$ cat src/core/ats_consts.svh
// Register offsets, field positions and reset values of the conversion sequencer
`ifndef ATS_CONSTS_SVH
`define ATS_CONSTS_SVH
`define ATS_OFS_CTRL     8'h00
`define ATS_OFS_CLK      8'h04
`define ATS_OFS_MODE3    8'h08
`define ATS_OFS_MONA     8'h0C
`define ATS_OFS_MONB     8'h10
`define ATS_OFS_CMPA     8'h14
`define ATS_OFS_CMPB     8'h18
`define ATS_OFS_STATUS   8'h1C
`define ATS_OFS_PSEL     8'h20
`define ATS_OFS_PINTS    8'h24
`define ATS_OFS_PSET0    8'h40
`define ATS_OFS_TSET0    8'h60
`define ATS_OFS_SSET0    8'h70
`define ATS_OFS_ASET0    8'h80
`define ATS_OFS_RES0     8'hC0
`define ATS_CTRL_EN      0
`define ATS_CTRL_SOFT    1
`define ATS_CTRL_CONST   2
`define ATS_SLOT_EN      7
`define ATS_MON_EN       5
`define ATS_MON_BIG      4
`define ATS_RES_OVR      30
`define ATS_RES_RF       31
`define ATS_PINTS_EN     1
`define ATS_MODE3_RST    8'h04
`define ATS_CLK_RST      4'h0
`define ATS_NUM_INPUTS   5'h05
`define ATS_SLOTS        12
`define ATS_MSLOTS       4
`endif

$ cat src/core/ats_pkg.sv
// Types of the conversion sequencer
package ats_pkg;
  typedef enum logic [1:0] {
    ST_IDLE = 2'b01,
    ST_BUSY = 2'b10
  } ats_state_e;
  typedef enum logic [4:0] {
    K_NONE  = 5'b00001,
    K_CONST = 5'b00010,
    K_SOFT  = 5'b00100,
    K_TIMER = 5'b01000,
    K_MOTOR = 5'b10000
  } ats_kind_e;
  typedef struct packed {
    ats_state_e         st;
    ats_kind_e          kind;
    logic [2:0]         prog;
    logic [3:0]         slot;
    logic [5:0]         mpend;
    logic               tpend;
    logic               spend;
    logic               en;
    logic               cen;
    logic [3:0]         clk;
    logic [7:0]         mode3;
    logic [5:0]         mona;
    logic [5:0]         monb;
    logic [11:0]        cmpa;
    logic [11:0]        cmpb;
    logic [17:0]        psel;
    logic [11:0]        pints;
    logic [5:0][31:0]   pset;
    logic [2:0][31:0]   tset;
    logic [2:0][31:0]   sset;
    logic [2:0][31:0]   aset;
    logic [11:0][11:0]  res;
    logic [11:0]        rf;
    logic [11:0]        ovr;
    logic               pready;
    logic               pslverr;
    logic [31:0]        prdata;
    logic               cstart;
    logic               cabort;
    logic [2:0]         cin;
    logic [1:0]         cph;
    logic [1:0]         mdone;
    logic               tdone;
    logic               sdone;
    logic               adone;
    logic [1:0]         mon;
  } ats_state_s;
endpackage

$ cat src/core/ats_top.sv
// Trigger sequencer for a 12-bit successive-approximation converter
//
// Design decisions made here: the register offsets and the APB interface to the registers.
`timescale 1ns/10ps
`default_nettype none
`include "ats_consts.svh"
module ats_top (
  input  wire logic        pclk,
  input  wire logic        presetn,
  input  wire logic        psel,
  input  wire logic        penable,
  input  wire logic        pwrite,
  input  wire logic [7:0]  paddr,
  input  wire logic [31:0] pwdata,
  output logic             pready,
  output logic [31:0]      prdata,
  output logic             pslverr,
  input  wire logic [5:0]  motor_trigger_in,
  input  wire logic        timer_start_pulse,
  input  wire logic        conv_done,
  input  wire logic [11:0] conv_data,
  output logic             conv_start,
  output logic             conv_abort,
  output logic [2:0]       conv_input,
  output logic [1:0]       conv_phase,
  output logic [3:0]       conv_clock_select_reg,
  output logic [2:0]       operating_mode_field,
  output logic             converter_enable,
  output logic [1:0]       motor_prog_done_irq,
  output logic             timer_prog_done_irq,
  output logic             soft_prog_done_irq,
  output logic             const_prog_done_irq,
  output logic [1:0]       monitor_match_irq
);
  ats_pkg::ats_state_s s;       // All state
  ats_pkg::ats_state_s next_s;  // Its next value

  // Priority rank, constant lowest
  function automatic logic [2:0] rank(input ats_pkg::ats_kind_e k);
    case (k)
      ats_pkg::K_MOTOR: rank = 3'h4;
      ats_pkg::K_TIMER: rank = 3'h3;
      ats_pkg::K_SOFT:  rank = 3'h2;
      ats_pkg::K_CONST: rank = 3'h1;
      default:          rank = 3'h0;
    endcase
  endfunction

  // Slot byte of a program: input [4:0], phase [6:5], enable [7]
  function automatic logic [7:0] slot_byte(input ats_pkg::ats_state_s x,
                                           input logic [3:0] i);
    case (x.kind)
      ats_pkg::K_MOTOR: slot_byte = x.pset[x.prog][i[1:0]*8 +: 8];
      ats_pkg::K_TIMER: slot_byte = x.tset[i[3:2]][i[1:0]*8 +: 8];
      ats_pkg::K_SOFT:  slot_byte = x.sset[i[3:2]][i[1:0]*8 +: 8];
      ats_pkg::K_CONST: slot_byte = x.aset[i[3:2]][i[1:0]*8 +: 8];
      default:          slot_byte = 8'h00;
    endcase
  endfunction

  // Input code to converter input; codes past the last input fall to 0
  function automatic logic [2:0] map_input(input logic [4:0] c);
    map_input = (c < `ATS_NUM_INPUTS) ? c[2:0] : 3'h0;
  endfunction

  // First enabled slot at or after from; {found, index}
  function automatic logic [4:0] next_slot(input ats_pkg::ats_state_s x,
                                           input logic [3:0] from);
    logic [4:0] r;
    logic [3:0] n;
    logic [7:0] b; // Slot byte under test
    r = 5'h00;
    b = 8'h00;
    n = (x.kind == ats_pkg::K_MOTOR) ? 4'(`ATS_MSLOTS) : 4'(`ATS_SLOTS);
    for (int i = `ATS_SLOTS - 1; i >= 0; i--) begin
      b = slot_byte(x, 4'(i));
      if (4'(i) >= from && 4'(i) < n && b[`ATS_SLOT_EN]) begin
        r = {1'b1, 4'(i)};
      end
    end
    return r;
  endfunction

  // Program end: completion pulse (motor only if its pints enable bit is set), then idle
  function automatic ats_pkg::ats_state_s finish(input ats_pkg::ats_state_s x);
    ats_pkg::ats_state_s y;
    logic [1:0]          sel;
    y = x;
    sel = x.pints[x.prog*2 +: 2];
    case (x.kind)
      ats_pkg::K_MOTOR: begin
        if (sel[`ATS_PINTS_EN]) begin
          y.mdone[sel[0]] = 1'b1;
        end
      end
      ats_pkg::K_TIMER: begin
        y.tdone = 1'b1;
        y.tpend = 1'b0;
      end
      ats_pkg::K_SOFT: begin
        y.sdone = 1'b1;
        y.spend = 1'b0;
      end
      ats_pkg::K_CONST: y.adone = 1'b1;
      default: ;
    endcase
    y.st = ats_pkg::ST_IDLE;
    y.kind = ats_pkg::K_NONE;
    return y;
  endfunction

  // Issue the next enabled slot, or finish the program
  function automatic ats_pkg::ats_state_s issue(input ats_pkg::ats_state_s x,
                                                input logic [3:0] from);
    ats_pkg::ats_state_s y;
    logic [4:0]          f;
    logic [7:0]          b;
    y = x;
    f = (from < 4'(`ATS_SLOTS)) ? next_slot(x, from) : 5'h00;
    b = slot_byte(x, f[3:0]);
    if (f[4]) begin
      y.st = ats_pkg::ST_BUSY;
      y.slot = f[3:0];
      y.cstart = 1'b1;
      y.cin = map_input(b[4:0]);
      y.cph = (x.kind == ats_pkg::K_MOTOR) ? b[6:5] : 2'h0;
    end else begin
      y = finish(x);
    end
    return y;
  endfunction

  // Whole next-state logic
  always_comb begin
    ats_pkg::ats_kind_e want;
    logic [2:0]         j;
    logic [7:0]         a;
    logic [3:0]         r;
    next_s = s;
    want = ats_pkg::K_NONE;
    j = 3'h0;
    a = paddr;
    r = 4'h0;
    // Pulses last one cycle
    next_s.pready = 1'b0;
    next_s.pslverr = 1'b0;
    next_s.cstart = 1'b0;
    next_s.cabort = 1'b0;
    next_s.mdone = 2'h0;
    next_s.tdone = 1'b0;
    next_s.sdone = 1'b0;
    next_s.adone = 1'b0;
    next_s.mon = 2'h0;
    // Trigger capture; motor triggers queue while a motor program runs
    next_s.mpend = s.mpend | motor_trigger_in;
    next_s.tpend = s.tpend | timer_start_pulse;
    // APB access phase, answered one cycle after it opens
    if (psel && penable && !s.pready) begin
      next_s.pready = 1'b1;
      next_s.prdata = 32'h0000_0000;
      if (a >= `ATS_OFS_RES0 && a < `ATS_OFS_RES0 + 8'h30) begin
        r = 4'((a - `ATS_OFS_RES0) >> 2);
        next_s.prdata = {s.rf[r], s.ovr[r], 18'h0, s.res[r]};
        if (!pwrite) begin
          next_s.rf[r] = 1'b0;
          next_s.ovr[r] = 1'b0;
        end
      end else if (a >= `ATS_OFS_PSET0 && a < `ATS_OFS_PSET0 + 8'h18) begin
        r = 4'((a - `ATS_OFS_PSET0) >> 2);
        next_s.prdata = s.pset[r];
        if (pwrite) next_s.pset[r] = pwdata;
      end else if (a >= `ATS_OFS_TSET0 && a < `ATS_OFS_TSET0 + 8'h0C) begin
        r = 4'((a - `ATS_OFS_TSET0) >> 2);
        next_s.prdata = s.tset[r];
        if (pwrite) next_s.tset[r] = pwdata;
      end else if (a >= `ATS_OFS_SSET0 && a < `ATS_OFS_SSET0 + 8'h0C) begin
        r = 4'((a - `ATS_OFS_SSET0) >> 2);
        next_s.prdata = s.sset[r];
        if (pwrite) next_s.sset[r] = pwdata;
      end else if (a >= `ATS_OFS_ASET0 && a < `ATS_OFS_ASET0 + 8'h0C) begin
        r = 4'((a - `ATS_OFS_ASET0) >> 2);
        next_s.prdata = s.aset[r];
        if (pwrite) next_s.aset[r] = pwdata;
      end else begin
        case (a)
          `ATS_OFS_CTRL: begin
            next_s.prdata = {29'h0, s.cen, s.spend, s.en};
            if (pwrite) begin
              next_s.en = pwdata[`ATS_CTRL_EN];
              next_s.cen = pwdata[`ATS_CTRL_CONST];
              next_s.spend = s.spend | pwdata[`ATS_CTRL_SOFT];
            end
          end
          `ATS_OFS_CLK: begin
            next_s.prdata = {28'h0, s.clk};
            if (pwrite) next_s.clk = pwdata[3:0];
          end
          `ATS_OFS_MODE3: begin
            next_s.prdata = {24'h0, s.mode3};
            if (pwrite) next_s.mode3 = pwdata[7:0];
          end
          `ATS_OFS_MONA: begin
            next_s.prdata = {26'h0, s.mona};
            if (pwrite) next_s.mona = pwdata[5:0];
          end
          `ATS_OFS_MONB: begin
            next_s.prdata = {26'h0, s.monb};
            if (pwrite) next_s.monb = pwdata[5:0];
          end
          `ATS_OFS_CMPA: begin
            next_s.prdata = {20'h0, s.cmpa};
            if (pwrite) next_s.cmpa = pwdata[11:0];
          end
          `ATS_OFS_CMPB: begin
            next_s.prdata = {20'h0, s.cmpb};
            if (pwrite) next_s.cmpb = pwdata[11:0];
          end
          `ATS_OFS_STATUS: begin
            next_s.prdata = {17'h0, s.slot, s.prog, s.kind, s.st[1], s.tpend, s.mpend == 6'h0};
          end
          `ATS_OFS_PSEL: begin
            next_s.prdata = {14'h0, s.psel};
            if (pwrite) next_s.psel = pwdata[17:0];
          end
          `ATS_OFS_PINTS: begin
            next_s.prdata = {20'h0, s.pints};
            if (pwrite) next_s.pints = pwdata[11:0];
          end
          default: next_s.pslverr = 1'b1; // Unmapped
        endcase
      end
    end
    // Highest pending trigger
    if (next_s.mpend != 6'h0) want = ats_pkg::K_MOTOR;
    else if (next_s.tpend) want = ats_pkg::K_TIMER;
    else if (next_s.spend) want = ats_pkg::K_SOFT;
    else if (next_s.cen) want = ats_pkg::K_CONST;
    for (int i = 5; i >= 0; i--) begin
      if (next_s.mpend[i]) j = 3'(i);
    end
    // Sequencer
    case (s.st)
      ats_pkg::ST_BUSY: begin
        if (!s.en) begin
          // Disable drops the conversion, nothing stored
          next_s.cabort = 1'b1;
          next_s.st = ats_pkg::ST_IDLE;
          next_s.kind = ats_pkg::K_NONE;
        end else if (rank(want) > rank(s.kind)) begin
          // Preempted; pending soft/timer stays set, so it reruns from slot 0
          next_s.cabort = 1'b1;
          next_s.st = ats_pkg::ST_IDLE;
          next_s.kind = ats_pkg::K_NONE;
        end else if (conv_done) begin
          next_s.res[s.slot] = conv_data;
          next_s.ovr[s.slot] = next_s.ovr[s.slot] | s.rf[s.slot];
          next_s.rf[s.slot] = 1'b1;
          // Compare as the result is fixed
          if (s.mona[`ATS_MON_EN] && s.mona[3:0] == s.slot &&
              ((conv_data >= s.cmpa) == s.mona[`ATS_MON_BIG])) begin
            next_s.mon[0] = 1'b1;
          end
          if (s.monb[`ATS_MON_EN] && s.monb[3:0] == s.slot &&
              ((conv_data >= s.cmpb) == s.monb[`ATS_MON_BIG])) begin
            next_s.mon[1] = 1'b1;
          end
          next_s = issue(next_s, s.slot + 4'h1);
        end
      end
      ats_pkg::ST_IDLE: begin
        if (s.en && want != ats_pkg::K_NONE) begin
          next_s.kind = want;
          next_s.prog = 3'h0;
          if (want == ats_pkg::K_MOTOR) begin
            next_s.prog = s.psel[j*3 +: 3];
            // A repeat pulse on the launching edge stays queued
            next_s.mpend[j] = s.mpend[j] & motor_trigger_in[j];
          end
          next_s = issue(next_s, 4'h0);
        end
      end
      default: next_s.st = ats_pkg::ST_IDLE;
    endcase
    // A request landing on the finishing edge must not be lost
    next_s.tpend = next_s.tpend | timer_start_pulse;
    if (psel && penable && !s.pready && pwrite && a == `ATS_OFS_CTRL) begin
      next_s.spend = next_s.spend | pwdata[`ATS_CTRL_SOFT];
    end
    // Motor and timer triggers are not held while the converter is off; a soft request stays pending
    if (!next_s.en) begin
      next_s.mpend = 6'h0;
      next_s.tpend = 1'b0;
      // No start once disabled; a busy state aborts next cycle
      next_s.cstart = 1'b0;
    end
  end

  // State register
  always_ff @(posedge pclk or negedge presetn) begin
    if (!presetn) begin
      s <= '0;
      s.st <= ats_pkg::ST_IDLE;
      s.kind <= ats_pkg::K_NONE;
      s.clk <= `ATS_CLK_RST;
      s.mode3 <= `ATS_MODE3_RST;
    end else begin
      s <= next_s;
    end
  end

  // Outputs straight from flops
  assign pready = s.pready;
  assign prdata = s.prdata;
  assign pslverr = s.pslverr;
  assign conv_start = s.cstart;
  assign conv_abort = s.cabort;
  assign conv_input = s.cin;
  assign conv_phase = s.cph;
  assign conv_clock_select_reg = s.clk;
  assign operating_mode_field = s.mode3[2:0];
  assign converter_enable = s.en;
  assign motor_prog_done_irq = s.mdone;
  assign timer_prog_done_irq = s.tdone;
  assign soft_prog_done_irq = s.sdone;
  assign const_prog_done_irq = s.adone;
  assign monitor_match_irq = s.mon;
endmodule
`default_nettype wire

$ cat config.mk
export PLATFORM = sky130hd
export DESIGN_NAME = ats_top
export DESIGN_NICKNAME = d
export VERILOG_FILES = /design/src/core/ats_pkg.sv /design/src/core/ats_top.sv
export VERILOG_INCLUDE_DIRS = /design/src /design/src/core
export SDC_FILE = /design/constraint.sdc
export NUM_CORES = 2
export LEC_CHECK = 0
export BUFFER_PORTS_ARGS = -buffer_cell sky130_fd_sc_hd__buf_4
export CAP_MARGIN = 40
export CORE_MARGIN = 3
export CORE_UTILIZATION = 58
export DETAILED_ROUTE_END_ITERATION = 7
export PLACE_DENSITY = 0.75
export SYNTH_ARGS = -nofsm -noshare
export SYNTH_HDL_FRONTEND = slang
export SYNTH_SLANG_ARGS = --single-unit
$ cat constraint.sdc
create_clock -name pclk -period 4.6 [get_ports pclk]
set_input_delay 0.46 -clock pclk [delete_from_list [all_inputs] [get_ports pclk]]
set_output_delay 0.46 -clock pclk [all_outputs]
set_load 0.1 [all_outputs]
## Word level (Yosys, flattened, before mapping)

Cells that the tools add are included.

| storage, ports and cells | value |
|---|---|
| logic and storage cells | 587 |
| flip-flop bits (word level) | 798 |
| input bits | 65 |
| output and inout bits | 56 |

| cells by class | value |
|---|---|
| shifts and indexed selects | 11 |
| multipliers | 1 |
| add/sub/neg operators | 6 |
| equality and inequality tests | 32 |
| reduce and logical (&&, ||, !) cells | 70 |
| magnitude comparators | 74 |
| multiplexer cells | 321 |
| bitwise logic cells | 14 |

Operators by type and width:

| cell | count |
|---|---|
| 798-bit 2-to-1 mux | 2 |
| 796-bit one-hot mux with 2 select lines | 1 |
| 778-bit 2-to-1 mux | 2 |
| 764-bit 2-to-1 mux | 2 |
| 561-bit 2-to-1 mux | 2 |
| 8-bit one-hot mux with 4 select lines | 24 |
| 32-bit 2-to-1 mux | 21 |
| 96-bit 2-to-1 mux | 7 |
| 8-bit 2-to-1 mux | 76 |
| 32-bit binary-select mux with 2-bit select | 9 |
| 192-bit 2-to-1 mux | 3 |
| 81-bit 2-to-1 mux | 4 |
| 32-bit binary-select mux with 3-bit select | 3 |
| 96-bit bitwise mux | 3 |
| 288-bit 2-to-1 mux | 1 |
| 32-bit by 6-bit indexed part select with 7-bit output | 8 |
| 192-bit bitwise mux | 1 |
| 32-bit demux with 2-bit select | 3 |
| 18-bit one-hot mux with 10 select lines | 1 |
| 5-bit 2-to-1 mux | 34 |
| 144-bit bitwise mux | 1 |
| 12-bit 2-to-1 mux | 10 |
| 32-bit demux with 3-bit select | 1 |
| 7-bit 2-to-1 mux | 11 |
| other kinds (84) | 299 |

## Logic depth before layout (Yosys ltp)

| logic depth | value |
|---|---|
| word-level depth | 60 |
| gate-level depth with buffers | 21 |

## Worst setup path before layout

No wires, ideal clock.

| path | value |
|---|---|
| kind | reg-to-reg |
| start point | register s, in the netlist pready |
| end point | register s[169] (netlist name) |
| path slack | -0.553 ns |
| cell stages (with the launch flop) | 20 |
| library setup time | 0.136 ns |
| arrival time | 5.017 ns |
| clock period less this slack | 5.153 ns |
| path buffers | 5 |
| cell sequence | dfrtp_1 > and4b_1 > a41oi_1 > or3_1 > clkbuf_1 > clkbuf_1 > clkbuf_1 > nand2_1 > ha_1 > a21o_1 > a21oi_1 > a31oi_1 > nor2b_1 > nand2_1 > nor3b_1 > clkbuf_1 > nand3_1 > clkbuf_1 > nand2_1 > a21oi_1 |

| on the way | value |
|---|---|
| cells in the longest elaborated chain, start to end | 14 |
| elaborated cells between the ends (all ways) | 17 |
| those cells by class | order compare (1); eq/ne (4); mux (8); bitwise (1); reduce/logical (3) |

Ends and longest elaborated chain:

| item | RTL line | source |
|---|---|---|
| from (decl) | ats_top.sv:35 | `ats_pkg::ats_state_s s;` |
| from (signal assigned) | ats_top.sv:307 | `s <= next_s;` |
| 1-bit logical NOT (*) | ats_top.sv:158 | `if (psel && penable && !s.pready) begin` |
| 1-bit logical AND (*) | ats_top.sv:158 |  |
| 561-bit 2-to-1 mux (*) | ats_top.sv:158 |  |
| 2-bit 2-to-1 mux | ats_top.sv:237 | `else if (next_s.cen) want = ats_pkg::K_CONST;` |
| 3-bit 2-to-1 mux (*) | ats_top.sv:236 | `else if (next_s.spend) want = ats_pkg::K_SOFT;` |
| 4-bit 2-to-1 mux (*) | ats_top.sv:235 | `else if (next_s.tpend) want = ats_pkg::K_TIMER;` |
| 5-bit 2-to-1 mux (*) | ats_top.sv:234 | `if (next_s.mpend != 6'h0) want = ats_pkg::K_MOTOR;` |
| 5-bit by 2-bit == test with 1-bit output, or another cell as far along | ats_top.sv:40 | `case (k)` |
| 3-bit one-hot mux with 4 select lines (*) | ats_top.sv:40 |  |
| 3-bit 2-to-1 mux (*) | ats_top.sv:244 | `if (!s.en) begin` |
| 3-bit 2-to-1 mux (*) | ats_top.sv:242 | `case (s.st)` |
| 3-bit > comparator (*) | ats_top.sv:249 | `end else if (rank(want) > rank(s.kind)) begin` |
| 1-bit inverter (no line) (*) | n/a |  |
| 5-bit AND reduction (no line) (*) | n/a |  |

Mark *: on every way between the ends. The rest lies on a longest branch, timed or not. The select of a mux whose other input is x is not followed.
A chain may end at the register's enable or synchronous reset.

## Final worst setup path

| path | value |
|---|---|
| start point | register s, in the netlist pready |
| end point | register s, in the netlist conv_input[2] |

| on the way | value |
|---|---|
| cells in the longest elaborated chain, start to end | 43 |
| elaborated cells between the ends (all ways) | 232 |
| those cells by class | order compare (15); eq/ne (9); shift (8); mux (172); reduce/logical (28) |

Ends and longest elaborated chain:

| item | RTL line | source |
|---|---|---|
| 1-bit logical NOT (*) | ats_top.sv:158 |  |
| 1-bit logical AND (*) | ats_top.sv:158 |  |
| 561-bit 2-to-1 mux (*) | ats_top.sv:158 |  |
| 32-bit binary-select mux with 3-bit select | ats_top.sv:53 | `ats_pkg::K_MOTOR: slot_byte = x.pset[x.prog][i[1:0]*8 +: 8];` |
| 32-bit 2-to-1 mux (implied by the code) | ats_top.sv:53 |  |
| 8-bit one-hot mux with 4 select lines | ats_top.sv:52 | `case (x.kind)` |
| 8-bit 2-to-1 mux | ats_top.sv:254 | `end else if (conv_done) begin` |
| 8-bit 2-to-1 mux | ats_top.sv:249 |  |
| [27 not listed] | n/a |  |
| 7-bit 2-to-1 mux | ats_top.sv:242 |  |
| 5-bit by 3-bit < comparator with 1-bit output (no line) | n/a |  |
| 3-bit 2-to-1 mux | ats_top.sv:63 | `` map_input = (c < `ATS_NUM_INPUTS) ? c[2:0] : 3'h0; `` |
| 5-bit 2-to-1 mux | ats_top.sv:121 | `if (f[4]) begin` |
| 798-bit 2-to-1 mux | ats_top.sv:254 |  |
| 12-bit 2-to-1 mux | ats_top.sv:249 |  |
| 12-bit 2-to-1 mux | ats_top.sv:244 |  |
| 796-bit one-hot mux with 2 select lines | ats_top.sv:242 |  |

Marks and branches as above.

==> reports/qor.csv <==
stage,metric,value,unit
run_status,status,finished with violations,
run_status,failing checks,"DRC, setup timing",
power_and_ir_drop,Lkg Pwr,29.5,nW
timing,clock skew,34.2,ps
setup_path,Worst R2R End,conv_input[2]$_DFFE_PN0P_,
setup_path,R2R Setup Slk,-470,ps
cts,worst skew pair latency,670,ps
setup_path,reg2reg start,pready$_DFF_PN0_,
cts,CTS Root Cell,clkbuf_16,
global_route,initial antenna violation count,15,
run,Max-Cap Viols,0,
place,placed inst area,54200,um^2
setup_path,critical path class,flip-flop to flip-flop,
timing,Max Slew Vio Count,0,
place,PortBufs,120,
layout,max FFs per register,742,
synth,register area share after synthesis,41.7,%
routing,drt total wl,226,mm
place,dpl hpwl,160,mm
global_route,total global routing overflow,0,
layout,area delta synth->final,22.0,%
routing,DR vias/cell,7.18,
synth,Post-synth EDFFs,0,
cts,CTS Buf Count,90,
global_route,GR Layer Usage met2,71.6,%
setup_path,r2r worst-path depth,24,
synth,ys flop type,dfrtp_1,
layout,Final Cell Area,58300,um^2
routing,initial detailed-routing violation count,7657,
floorplan,full die area,86000,um^2
cts,Clock Path Buffers,3,
routing,Wirelength per Cell,33.8,um
worst_hold_path,Hold Path End,s[782]$_DFF_PN0_,
synth,Synth Warn #,0,
layout,"most common cell after layout, fill and taps aside",buf_4,
power_and_ir_drop,VDD IR max,0.338,mV
global_route,vias in the first global route,46592,
timing,crit path time final,5070,ps
global_route,GR Layer Usage met3,22.3,%
cts,TritonCTS clock tree,built,
setup_path,critical path launch point type,flip-flop,
layout,Final Net Count,5656,
setup_path,Worst setup EP type,flip-flop,
synth,Mapped Cells,5060,
routing,DRC errors left,1,
global_route,largest net degree at the start of global routing,105,
cts,clock-pin slew on the worst setup and hold paths,60,ps
timing,worst slew pin tran,1060,ps
timing,final number of hold-violating endpoints,0,
layout,Util after Layout,72.0,%
timing,final setup vio count,5,
timing,unrepaired setup endpoints after global routing,true,
synth,Post-Syn Nets,5161,
setup_path,Most common cell on crit path,buf_6,
cts,total clock sinks,798,
floorplan,die width,293,um
synth,Avg Inst Size Synth,9.45,um^2
setup_path,"Arr. time, crit path",5660,ps
global_route,gr usage total,51.5,%
setup_path,worst-path maximum fanout,8,
floorplan,starting density of the core,59.0,%
synth,Netlist cell types,103,
floorplan,Ports,121,
floorplan,Cell Rows,104,
synth,Mapped Area,47800,um^2
worst_hold_path,hold path startpoint,motor_trigger_in[4],
routing,via count,48053,
global_route,first-pass GRT wire length,322,mm
power_and_ir_drop,Power Dens Cells,301,nW/um^2
routing,Detail Route Antenna Nets,0,
setup_path,buffer and inverter count on the worst path,9,
global_route,busiest layer in global routing,met2,
setup_path,CP required,5190,ps
setup_path,crit path cell chain,nand4b_1 > buf_6 > nor4_4 > buf_4 > mux2_4 > buf_6 > a221oi_4 > o21bai_1 > a2111o_1 > buf_6 > buf_6 > nor3_4 > buf_12 > buf_12 > buf_4 > a21oi_1 > o21ai_2 > o21ai_1 > o22ai_1 > nand4_1 > a311oi_2 > buf_4 > a41oi_2 > o21ai_1,
synth,top-area cell type share of the netlist area,41.6,%
worst_hold_path,Hold/Removal Path Class,input port to flip-flop,
setup_path,CP max-delay cell,dfrtp_4,
place,placer congestion estimate,1.08,
synth,Synth area leaders,"dfrtp_1 (42%), mux2i_1 (8.3%), mux2_2 (6.8%), nand2_1 (5.4%), mux4_2 (4.9%)",
floorplan,die height,293,um
floorplan,core footprint,81100,um^2
synth,Async SR Flop Fraction,100,%
worst_hold_path,Hold Crit Depth,3,
timing,final setup margin,-470,ps
timing,fmax,0.197,GHz
synth,Yosys reg bits,798,
layout,share of layout cells above drive strength 1,28.0,%
cts,H-tree depth,3,
timing,Slew Limit Headroom,29.4,%
setup_path,CP max stage delay,480,ps
global_route,met1 global-route usage,65.9,%
timing,fin crit share,110,%
synth,cell accounting for the most synthesized area,dfrtp_1,
setup_path,CP top delay family,compound AO/OA/AOI/OAI gates,
routing,first-pass iteration count of the detailed router,8,
layout,most frequent cells in the layout,"buf_4 (794), dfrtp_1 (793), nand2_1 (690)",
power by group:
| group | switching [W] | internal [W] | leakage [nW] |
|---|---|---|---|
| Combinational | 0.00181 | 0.000781 | 16.9 |
| Sequential | 0.000134 | 0.00723 | 11.0 |
| Clock | 0.00314 | 0.00450 | 1.55 |
| Total | 0.00508 | 0.0125 | 29.5 |
per-layer routing:
metal / wire, um / vias to the layer above
met5: 180 / -
met4: 17900 / 12
met3: 36400 / 1075
met2: 91500 / 4151
met1: 79900 / 23451
li1: - / 19364
Yosys cell counts, types with 13 or more instances:
cell type and count:
dfrtp_1 795, nand2_1 691, mux2i_1 395, a21oi_1 391, clkbuf_1 336, inv_1 301
mux2_2 291, nor2_1 260, o21ai_0 248, o22ai_1 116, mux4_2 104, nand3_1 84
buf_1 62, o211ai_1 62, nor3_1 59, a211oi_1 58, a221oi_1 53, a22oi_1 52
a31oi_1 49, buf_4 49, o221ai_1 41, ha_1 36, o31ai_1 35, buf_2 29
nand4_1 29, and3_1 26, a21o_1 24, a222oi_1 18, nor4_1 18, a221o_1 15
and2_1 15, nand2b_1 15, or3_1 15, nor2b_1 14, o32ai_1 13
timing repair:
| action | CTS | global route |
|---|---|---|
| buffers inserted | 33 | 8 |
| gates resized for setup | 85 | 66 |
| hold buffers | 1 | 0 |
| endpoints found under the setup margin | 151 | 187 |
| pin swaps | 38 | 31 |
| endpoints found under the hold margin | 80 | 0 |
| cloned | 2 | 1 |
worst max path at each step:
stage                           from                   endpoint  slack [ps]  cells after the start
finish              pready$_DFF_PN0_  conv_input[2]$_DFFE_PN0P_        -470                     24
global route        pready$_DFF_PN0_  conv_input[1]$_DFFE_PN0P_        -650                     20
CTS                 pready$_DFF_PN0_  conv_input[0]$_DFFE_PN0P_        -360                     22
detailed placement          paddr[5]  conv_input[0]$_DFFE_PN0P_        -880                     17
global placement            paddr[5]  conv_input[2]$_DFFE_PN0P_       -1150                     18
floorplan                   paddr[5]  conv_input[1]$_DFFE_PN0P_          -3                     18
tightest hold or removal path, stage by stage:
cell      delay [ps]
buf_4            130
nor2_1            80
a211oi_1          50
kinds of logic (layout without fill, tap and decap cells):
| group | count (synthesis) | after routing | synth area share, % |
|---|---|---|---|
| buffers and inverters | 786 | 1351 | 6.71 |
| adder cells (fa/ha/maj) | 36 | 36 | 0.941 |
| flip-flops | 798 | 798 | 41.7 |
| AO/OA/AOI/OAI | 1345 | 1345 | 18.4 |
| XOR/XNOR | 13 | 13 | 0.238 |
| multiplexers | 790 | 790 | 20.0 |
| AND/OR/NAND/NOR | 1292 | 1292 | 11.9 |
| other | 0 | 8 | 0 |
stage by stage:
step | std cells | setup slack, ps | setup TNS, ps | power [W] | hold WS, ps
5_1_grt | 6689 | -654 | -3000 | 0.0179 | 115
6_report | 6693 | -470 | -1830 | 0.0176 | 102
3_3_place_gp | 6472 | -1150 | -23940 | 0.00985 | 463
3_5_place_dp | 6477 | -877 | -30660 | 0.00989 | 466
2_1_floorplan | 5060 | -3.02 | -3.02 | 0.00872 | 164
4_1_cts | 6673 | -359 | -1370 | 0.0174 | 88.6
area by class of cell:
| cell class | count | area (um^2) |
|---|---|---|
| Multi-Input combinational cell | 3476 | 25300 |
| Fill cell | 6120 | 22700 |
| Sequential cell | 798 | 20000 |
| Timing Repair Buffer | 884 | 7440 |
| Clock buffer | 127 | 2670 |
| Tap cell | 1060 | 1330 |
| Inverter | 305 | 1150 |
| Clock inverter | 35 | 429 |
| Antenna cell | 8 | 20.0 |
Power figures use the tool's default switching activity.
